**src/pkg/psf_pkg.sv**
```systemverilog
package psf_pkg;

   localparam int PSF_WORD_W = 16;
   localparam int PSF_ADDR_W = 4;
   localparam int PSF_DATA_W = 32;

   // Register offsets on the software port.
   localparam logic [3:0] PSF_OFS_FLAGS = 4'h0;
   localparam logic [3:0] PSF_OFS_EVT   = 4'h4;
   localparam logic [3:0] PSF_OFS_MASK  = 4'h8;

   // Flag bit positions within the flags word.
   localparam int PSF_B_CARRY = 0;
   localparam int PSF_B_PAR   = 2;
   localparam int PSF_B_AUX   = 4;
   localparam int PSF_B_ZERO  = 6;
   localparam int PSF_B_SIGN  = 7;
   localparam int PSF_B_STEP  = 8;
   localparam int PSF_B_IEN   = 9;
   localparam int PSF_B_DIR   = 10;
   localparam int PSF_B_OVF   = 11;

   localparam logic [15:0] PSF_LIVE_MASK = 16'h0FD5;
   localparam logic [15:0] PSF_FIXED_VAL = 16'h0000;
   localparam logic [15:0] PSF_FLAGS_RST = 16'h0000;

   // Event status bits.
   localparam int         PSF_EVT_W    = 3;
   localparam int         PSF_E_STEP   = 0;
   localparam int         PSF_E_IRQ    = 1;
   localparam int         PSF_E_OVF    = 2;
   localparam logic [2:0] PSF_EVT_RST  = 3'h0;
   localparam logic [2:0] PSF_MASK_RST = 3'h0;

   typedef enum logic [1:0] {PSF_K_NONE, PSF_K_ADD, PSF_K_SUB, PSF_K_LOGIC} psf_kind_t;

   typedef enum logic [3:0] {
      PSF_C_NOP, PSF_C_STC, PSF_C_CLC, PSF_C_CMC, PSF_C_STD, PSF_C_CLD,
      PSF_C_STI, PSF_C_CLI, PSF_C_LOAD_WORD, PSF_C_LOAD_LOW
   } psf_cmd_t;

   typedef struct packed {
      logic        valid;
      psf_kind_t   kind;
      logic        is_byte;
      logic        cin;
      logic [15:0] a;
      logic [15:0] b;
      logic [15:0] logic_res;
   } psf_op_t;

   typedef struct packed {
      logic        carry;
      logic        aux;
      logic        ovf;
      logic [15:0] res;
   } psf_res_t;

   typedef struct packed {
      logic [15:0] flags;
      logic        armed;
      logic        step_trap;
      logic        irq_acc;
      logic [2:0]  evt;
      logic [2:0]  mask;
      logic        irq;
      logic [31:0] rdata;
   } psf_state_t;

   localparam psf_state_t PSF_STATE_RST = '{
      flags: PSF_FLAGS_RST, armed: 1'b0, step_trap: 1'b0, irq_acc: 1'b0,
      evt: PSF_EVT_RST, mask: PSF_MASK_RST, irq: 1'b0, rdata: 32'h0000_0000
   };
endpackage

```
**src/hdl/psf_flags.sv**
```systemverilog
module psf_flags #(
   parameter int WORD_W = psf_pkg::PSF_WORD_W
) (
   input  wire logic                  i_core_clk,    // Core clock, 40 MHz.
   input  wire logic                  i_rst_n,       // Synchronous reset, active low.
   input  wire logic [3:0]            i_addr,        // Register byte address.
   input  wire logic [31:0]           i_wdata,       // Register write data.
   input  wire logic                  i_wr,          // Write strobe.
   input  wire logic                  i_rd,          // Read strobe.
   output logic      [31:0]           o_rdata,       // Read data, one cycle after strobe.
   input  wire psf_pkg::psf_op_t      i_op,          // Arithmetic or logic result to flag.
   input  wire psf_pkg::psf_cmd_t     i_cmd,         // Flag control command.
   input  wire logic [15:0]           i_cmd_data,    // Data for flag load commands.
   input  wire logic                  i_instr_done,  // Instruction boundary pulse.
   input  wire logic                  i_step_entry,  // Single-step interrupt entry pulse.
   input  wire logic                  i_irq_req,     // Maskable interrupt request level.
   output logic      [15:0]           o_flags,       // Current flags word.
   output logic                       o_step_trap,   // Single-step trap request pulse.
   output logic                       o_irq_accept,  // Maskable interrupt accepted pulse.
   output logic                       o_index_dec,   // String index steps down when high.
   output logic                       o_irq          // Event interrupt, level.
);
   import psf_pkg::*;

   if (WORD_W != 16) begin : g_check
      $error("psf_flags serves only a 16-bit flags word");
   end

   psf_state_t q_r;
   psf_state_t q_nxt;
   psf_res_t   alu;

   // Carry, auxiliary carry and overflow for byte or word add and subtract.
   function automatic psf_res_t psf_alu(input psf_op_t op);
      logic [16:0] s16;
      logic [8:0]  s8;
      logic [4:0]  s4;
      logic        sa;
      logic        sb;
      logic        sr;
      psf_res_t    r;
      s16 = 17'h0_0000;
      s8  = 9'h000;
      s4  = 5'h00;
      r   = '0;
      if (op.kind == PSF_K_ADD) begin
         s16 = {1'b0, op.a} + {1'b0, op.b} + {16'h0000, op.cin};
         s8  = {1'b0, op.a[7:0]} + {1'b0, op.b[7:0]} + {8'h00, op.cin};
         s4  = {1'b0, op.a[3:0]} + {1'b0, op.b[3:0]} + {4'h0, op.cin};
      end else if (op.kind == PSF_K_SUB) begin
         // The extra top bit wraps to one exactly when a borrow is needed.
         s16 = {1'b0, op.a} - {1'b0, op.b} - {16'h0000, op.cin};
         s8  = {1'b0, op.a[7:0]} - {1'b0, op.b[7:0]} - {8'h00, op.cin};
         s4  = {1'b0, op.a[3:0]} - {1'b0, op.b[3:0]} - {4'h0, op.cin};
      end
      if (op.kind == PSF_K_LOGIC) begin
         r.res = op.logic_res;
      end else begin
         r.res   = s16[15:0];
         r.carry = op.is_byte ? s8[8] : s16[16];
         r.aux   = s4[4];
         sa = op.is_byte ? op.a[7] : op.a[15];
         sb = op.is_byte ? op.b[7] : op.b[15];
         sr = op.is_byte ? s8[7] : s16[15];
         if (op.kind == PSF_K_ADD) begin
            r.ovf = (sa == sb) && (sr != sa);
         end else begin
            r.ovf = (sa != sb) && (sr != sa);
         end
      end
      return r;
   endfunction

   // Keeps the function bits live and forces the unused ones.
   function automatic logic [15:0] psf_clean(input logic [15:0] v);
      return (v & PSF_LIVE_MASK) | (PSF_FIXED_VAL & ~PSF_LIVE_MASK);
   endfunction

   assign alu = psf_alu(i_op);

   always_comb begin
      logic [7:0] low;
      logic       zero;
      logic       sign;
      logic [2:0] ev_set;
      logic [2:0] ev_clr;
      low    = alu.res[7:0];
      zero   = 1'b0;
      sign   = 1'b0;
      ev_set = 3'h0;
      ev_clr = 3'h0;
      q_nxt  = q_r;
      q_nxt.step_trap = 1'b0;
      q_nxt.irq_acc   = 1'b0;
      q_nxt.rdata     = 32'h0000_0000;

      // Entry clears the step flag first so that a set in the same cycle wins.
      if (i_step_entry) begin
         q_nxt.flags[PSF_B_STEP] = 1'b0;
      end

      if (i_wr && i_addr == PSF_OFS_FLAGS) begin
         q_nxt.flags = psf_clean(i_wdata[15:0]);
      end

      case (i_cmd)
         PSF_C_STC: q_nxt.flags[PSF_B_CARRY] = 1'b1;
         PSF_C_CLC: q_nxt.flags[PSF_B_CARRY] = 1'b0;
         PSF_C_CMC: q_nxt.flags[PSF_B_CARRY] = ~q_nxt.flags[PSF_B_CARRY];
         PSF_C_STD: q_nxt.flags[PSF_B_DIR] = 1'b1;
         PSF_C_CLD: q_nxt.flags[PSF_B_DIR] = 1'b0;
         PSF_C_STI: q_nxt.flags[PSF_B_IEN] = 1'b1;
         PSF_C_CLI: q_nxt.flags[PSF_B_IEN] = 1'b0;
         PSF_C_LOAD_WORD: begin
            q_nxt.flags = psf_clean(i_cmd_data);
         end
         PSF_C_LOAD_LOW: begin
            q_nxt.flags = psf_clean({q_nxt.flags[15:8], i_cmd_data[7:0]});
         end
         default: begin
         end
      endcase

      // Results update all six result flags, in the place they are kept.
      if (i_op.valid && i_op.kind != PSF_K_NONE) begin
         zero = i_op.is_byte ? (low == 8'h00) : (alu.res == 16'h0000);
         sign = i_op.is_byte ? alu.res[7] : alu.res[15];
         q_nxt.flags[PSF_B_CARRY] = alu.carry;
         q_nxt.flags[PSF_B_PAR]   = ~^low;
         q_nxt.flags[PSF_B_AUX]   = alu.aux;
         q_nxt.flags[PSF_B_ZERO]  = zero;
         q_nxt.flags[PSF_B_SIGN]  = sign;
         q_nxt.flags[PSF_B_OVF]   = alu.ovf;
         ev_set[PSF_E_OVF]        = alu.ovf;
      end

      // The armed bit delays the trap by one instruction, so the instruction
      // that sets the step flag is not itself trapped.
      if (i_instr_done) begin
         q_nxt.step_trap = q_r.armed;
         q_nxt.armed     = q_r.flags[PSF_B_STEP] & ~i_step_entry;
         q_nxt.irq_acc   = i_irq_req & q_r.flags[PSF_B_IEN];
      end
      if (i_step_entry) begin
         q_nxt.armed = 1'b0;
      end
      ev_set[PSF_E_STEP] = q_nxt.step_trap;
      ev_set[PSF_E_IRQ]  = q_nxt.irq_acc;

      if (i_wr && i_addr == PSF_OFS_EVT) begin
         ev_clr = i_wdata[2:0];
      end
      if (i_wr && i_addr == PSF_OFS_MASK) begin
         q_nxt.mask = i_wdata[2:0];
      end
      // A new event beats a clear written in the same cycle.
      q_nxt.evt = (q_r.evt & ~ev_clr) | ev_set;
      q_nxt.irq = |(q_nxt.evt & q_nxt.mask);

      if (i_rd) begin
         case (i_addr)
            PSF_OFS_FLAGS: q_nxt.rdata = {16'h0000, q_r.flags};
            PSF_OFS_EVT:   q_nxt.rdata = {29'h0000_0000, q_r.evt};
            PSF_OFS_MASK:  q_nxt.rdata = {29'h0000_0000, q_r.mask};
            default:       q_nxt.rdata = 32'h0000_0000;
         endcase
      end
   end

   always_ff @(posedge i_core_clk) begin
      if (!i_rst_n) begin
         q_r <= PSF_STATE_RST;
      end else begin
         q_r <= q_nxt;
      end
   end

   assign o_rdata      = q_r.rdata;
   assign o_flags      = q_r.flags;
   assign o_step_trap  = q_r.step_trap;
   assign o_irq_accept = q_r.irq_acc;
   assign o_index_dec  = q_r.flags[PSF_B_DIR];
   assign o_irq        = q_r.irq;
endmodule

```
**config.mk**
```make
export PLATFORM = sky130hd
export DESIGN_NAME = psf_flags
export DESIGN_NICKNAME = d
export VERILOG_FILES = /design/src/pkg/psf_pkg.sv /design/src/hdl/psf_flags.sv
export SDC_FILE = /design/constraint.sdc
export NUM_CORES = 1
export LEC_CHECK = 0
export CAP_MARGIN = 5
export CORE_MARGIN = 8
export CORE_UTILIZATION = 55
export DETAILED_ROUTE_END_ITERATION = 6
export DONT_BUFFER_PORTS = 1
export PLACE_DENSITY = 0.79
export SYNTH_ARGS = -nofsm -noshare
export SYNTH_HDL_FRONTEND = slang
export SYNTH_SLANG_ARGS = --single-unit
```
**constraint.sdc**
```tcl
create_clock -name i_core_clk -period 6.88 [get_ports i_core_clk]
set_input_delay 0 -clock i_core_clk [delete_from_list [all_inputs] [get_ports i_core_clk]]
set_output_delay 0 -clock i_core_clk [all_outputs]
set_load 0.03 [all_outputs]
```
# Word-level counts from Yosys, hierarchy flattened
# Index checks and enable logic that the tools add are counted.
# classes
add_sub_neg	12
n_eq_ne	17
mux	32
n_bitwise	9
reduce_logical	19
# ops
op	count
case mux 16 bit (3 select lines)	1
two-way mux 17 bit	2
two-way mux 16 bit	2
== test 4 x 3 -> 1 bit (second input constant)	5
two-way mux 9 bit	2
adder 16 x 16 -> 17 bit	1
adder 17 x 1 -> 17 bit	1
subtractor 16 x 16 -> 17 bit	1
subtractor 17 x 1 -> 17 bit	1
zero test 16 bit	1
case mux 8 bit (2 select lines)	1
two-way mux 1 bit	13
== test 4 bit (second input constant)	3
nonzero test 4 bit	3
two-way mux 5 bit	2
case mux 5 bit (2 select lines)	1
adder 8 x 8 -> 9 bit	1
adder 9 x 1 -> 9 bit	1
two-way mux 3 bit	3
subtractor 8 x 8 -> 9 bit	1
subtractor 9 x 1 -> 9 bit	1
== test 4 x 2 -> 1 bit (second input constant)	2
zero test 8 bit	1
XNOR reduction 8 bit	1
24 further kinds	38
# word_totals
ff_bits	58
in_bits	116
out_inout_bits	52
elab_cells	101

# Logic depth before layout (Yosys ltp)
# logic_depth
word_depth	13
ltp_mapped	20
mapped_depth_nobuf	20

# Worst setup path after synthesis
# OpenSTA, ideal clock, no wires.
# synth_path
path_type	input to register
start	input i_op[16] (netlist name)
end	register q_r, in the netlist o_flags[2]
setup_time_ns	0.065
arrival_time_ns	2.827
required_ns	6.815
setup_slack_ns	3.988
cell_stages	18
cell_sequence	inv_1 > fa_1 > inv_1 > ha_1 > nor2_1 > fa_1 > nand2_1 > a21oi_1 > o21ai_1 > xor2_1 > a22oi_1 > ha_1 > xnor2_1 > xnor2_1 > nor2_1 > a31oi_1 > mux2i_1 > nor2b_1
# synth_between
elab_chain_cells	7
# synth_rtl
element	line	rtl
start: declaration	psf_flags.sv:11	input wire psf_pkg::psf_op_t i_op,
subtractor 16 x 16 -> 17 bit	psf_flags.sv:52	s16 = {1'b0, op.a} - {1'b0, op.b} - {16'h0000, op.cin};
subtractor 17 x 1 -> 17 bit	psf_flags.sv:52	
two-way mux 17 bit	psf_flags.sv:50	end else if (op.kind == PSF_K_SUB) begin
two-way mux 17 bit (*)	psf_flags.sv:46	if (op.kind == PSF_K_ADD) begin
two-way mux 16 bit (*)	psf_flags.sv:56	if (op.kind == PSF_K_LOGIC) begin
XNOR reduction 8 bit (*)	psf_flags.sv:129	q_nxt.flags[PSF_B_PAR] = ~^low;
two-way mux 1 bit (*)	psf_flags.sv:125	if (i_op.valid && i_op.kind != PSF_K_NONE) begin
end signal: assignment	psf_flags.sv:174	q_r <= q_nxt;
end: declaration	psf_flags.sv:29	psf_state_t q_r;
# Every way passes the cells marked *; elsewhere a longest branch is shown, timed or not.
# A chain may end at the register's enable or synchronous reset.

# Worst setup path after layout
# layout_path
start	input i_op[16] (netlist name)
end	register q_r, in the netlist o_flags[6]
# layout_between
elab_chain_cells	8
# layout_rtl
element	line	rtl
subtractor 16 x 16 -> 17 bit	psf_flags.sv:52	
subtractor 17 x 1 -> 17 bit	psf_flags.sv:52	
two-way mux 17 bit	psf_flags.sv:50	
two-way mux 17 bit (*)	psf_flags.sv:46	
two-way mux 16 bit (*)	psf_flags.sv:56	
zero test 16 bit / zero test 8 bit (equally long branches)	psf_flags.sv:126	zero = i_op.is_byte ? (low == 8'h00) : (alu.res == 16'h0000);
two-way mux 1 bit (*)	psf_flags.sv:126	
two-way mux 2 bit (*)	psf_flags.sv:125	
# Marks and branches as above.

==> flow_summary.toml <==
[logic_synthesis]
ys_top_cells_by_area = "ha_1 (15%), dfxtp_1 (15%), buf_4 (8.9%)"
yosys_warnings = 0
synth-xor-area-share_pct = 4.26
yosysTopAreaCell = "ha_1"
synth.ff_latch_count = 30
syn_avg_cell_area_um2 = 7.44
syn-instance-count = 553
yosysTopAreaCellShare_pct = 14.9
synth-simple-area-share_pct = 19.5
synth_top_family_by_area = "compound AO/OA/AOI/OAI gates"
async_flop_share_pct = 0
synth_fa_ha_area_share_pct = 16.8
synthMuxAreaShare_pct = 3.71
synth_ff_type = "dfxtp_1"
yosysSeqAreaShare_pct = 14.6
synth_compound_area_share_pct = 25.1
ys_types = 66
synth-edff-count = 0
syn_area_um2 = 4110

[min_path]
hold_start = "i_wdata[11]"
hp-class = "primary input to register"

[sta]
finalCriticalPeriod_ns = 3.48
fin_setup_tns_ns = 0
timing.fmax_mhz = 288
setup_viol = 0
grt_setup_unrepaired = "false"
worst_pin_slew_ns = 0.901
finalHoldViolations = 0
timing.final.crit_share_pct = 50.5
relSlewSlack_pct = 40.0
drv_slew = 0
finalClockSkew_ns = 0.00521

[layout]
syn_to_final_growth_pct = 2.65
fillCellCount = 661
drive_gt1_share_pct = 3.70
utilization_pct = 58.2
num-nets-final = 710
final_area_um2 = 4220

[cts]
clock_latency_ns = 0.28
clkTransAtPathRegs_ns = 0.06
clockRootBuffer = "clkbuf_8"
cts_tree = "done"
htreeDepth = 2
clockBufferDepth = 2
cts.sinks = 30
cts_inserted_buffers = 5
ctsResizeCount = 0

[floorplanning]
die_h_um = 102
die_w_um = 102
coreArea_um2 = 7250
ios = 168
dieArea_um2 = 10500
start_util_pct = 56.7
rows = 31

[place]
numPortBuffers = 0
placed_area_um2 = 3900
dpl.hpwl_um = 9090
gp_congestion = 0.912

[worst_setup_path]
r2r_slack_ns = 4.83
critPathRequiredTime_ns = 7.10
crit_path_end_kind = "register"
startpoint = "i_op[16]"
arrival_ns = 3.69
reg2reg_from = "o_flags[0]"
start_kind = "primary input"
critPathMaxFanout = 4
crit_type = "primary input to register"

[route]
vias_per_cell = 6.05
drt-total-wl_um = 11300
wl_per_cell_um = 17.7
drc_errors = 0
drtPass1Iterations = 5
vias = 3876
antenna_left = 0
drt_iter0_markers = 264

[global_route]
grt.total_usage_pct = 21.1
overflow = 0
grt_max_degree = 23
antenna_found_initial = 1
grt_pass1_vias = 3811
grt_first_pass_wirelength_um = 17800

[pwr]
ir_drop_mv = 0.0995
p_per_area_nw_per_um2 = 167
leakage_nw = 1.90

[job]
cap_violations = 0

[status]
status = "complete, no violations"
-- path summary, 6_finish.rpt --
path                 end  cells past startpoint
max reg2reg   o_flags[0]                      7
min reg2reg   o_rdata[0]                      2
min          o_flags[11]                      4
max           o_flags[6]                     16
-- cells in the mapped netlist, drive strengths merged (6+ instances only) --
master	n
o21ai	32
and2	11
clkbuf	12
dfxtp	30
inv	60
a31oi	7
a22oi	6
nand2b	11
nand2	41
nor3	10
nor2	37
xnor2	16
mux2i	13
nor2b	15
nand3	8
a21oi	44
nor4	6
ha	49
buf	51
-- layout by cell type, fill, tap and decap left out, types with 5 or more instances in the layout --
cell type / count
a21oi_1: 42
a22oi_1: 6
a31oi_1: 7
and2_1: 11
clkbuf_8: 6
conb_1: 24
dfxtp_1: 29
dlygate4sd3_1: 21
ha_1: 49
inv_1: 60
mux2i_1: 13
nand2_1: 41
nand2b_1: 11
nand3_1: 8
nor2_1: 37
nor2b_1: 15
nor3_1: 9
nor4_1: 6
o21a_1: 5
o21ai_0: 30
xnor2_1: 16
-- final cells by class --
type | instances | area (um^2) | area share (%)
sequential | 30 | 602 | 14.3
clock buffer | 6 | 82.6 | 1.96
tap | 99 | 124 | 2.93
timing repair buffer | 21 | 210 | 4.98
multi-input combinational | 423 | 2950 | 69.8
inverter | 60 | 225 | 5.33
antenna | 1 | 2.50 | 0.0593
clock inverter | 1 | 30.0 | 0.711
-- through the flow --
stage	setup WS [ns]	hold slack, ns	total power [mW]	std cells
6_report	3.40	0.00929	0.704	641
5_1_grt	3.23	0.0217	0.755	641
4_1_cts	3.49	0.00852	0.701	640
3_5_place_dp	3.60	0.0889	0.512	612
3_3_place_gp	3.71	0.0780	0.505	612
2_1_floorplan	3.99	0.0761	0.483	576
-- critical path: stages --
cell and delay (ns):
inv_1 0.03, fa_1 0.57, inv_1 0.06, ha_1 0.19, o21ai_0 0.33, a22oi_1 0.22, a311oi_1 0.32, nor3_1 0.08
a21oi_1 0.26, and2_1 0.22, ha_1 0.15, nand3_1 0.07, nor3_1 0.23, o21ai_0 0.18, o41ai_2 0.21, dlygate4sd3_1 0.57
-- sequential cells by signal, summed over array words and instances, names as in the netlist --
signal / count
o_rdata: 11
o_flags: 9
q_r: 7
o_irq: 1
o_irq_accept: 1
o_step_trap: 1
-- metal layers --
metal / up-vias / routed length, um / global-route usage [%]
li1: 1849 / - / -
met1: 1817 / 4620 / 25.3
met2: 182 / 5360 / 34.6
met3: 28 / 1090 / 6.06
met4: 0 / 276 / 8.47
met5: - / 0 / 0
-- logic make-up (layout without fill, tap and decap cells) --
| kind of cell | count (synthesis) | count (layout) |
|---|---|---|
| other | 1 | 25 |
| multiplexers | 15 | 15 |
| adder cells (fa/ha/maj) | 53 | 53 |
| AO/OA/AOI/OAI | 153 | 153 |
| flip-flops | 30 | 30 |
| AND/OR/NAND/NOR | 158 | 158 |
| buffers and inverters | 123 | 88 |
| XOR/XNOR | 20 | 20 |
-- where the power goes --
part           internal, mW  total (mW)  switching [mW]  leakage [nW]
sequential            0.180       0.201          0.0215         0.244
combinational         0.136       0.324           0.189          1.60
clock                 0.116       0.178          0.0624        0.0573
-- timing repair --
item,4_1_cts,5_1_grt
endpoints found under the hold margin,21,0
buffers inserted,0,0
hold buffers,21,0
Note: power is estimated with default switching activity, not from simulation.
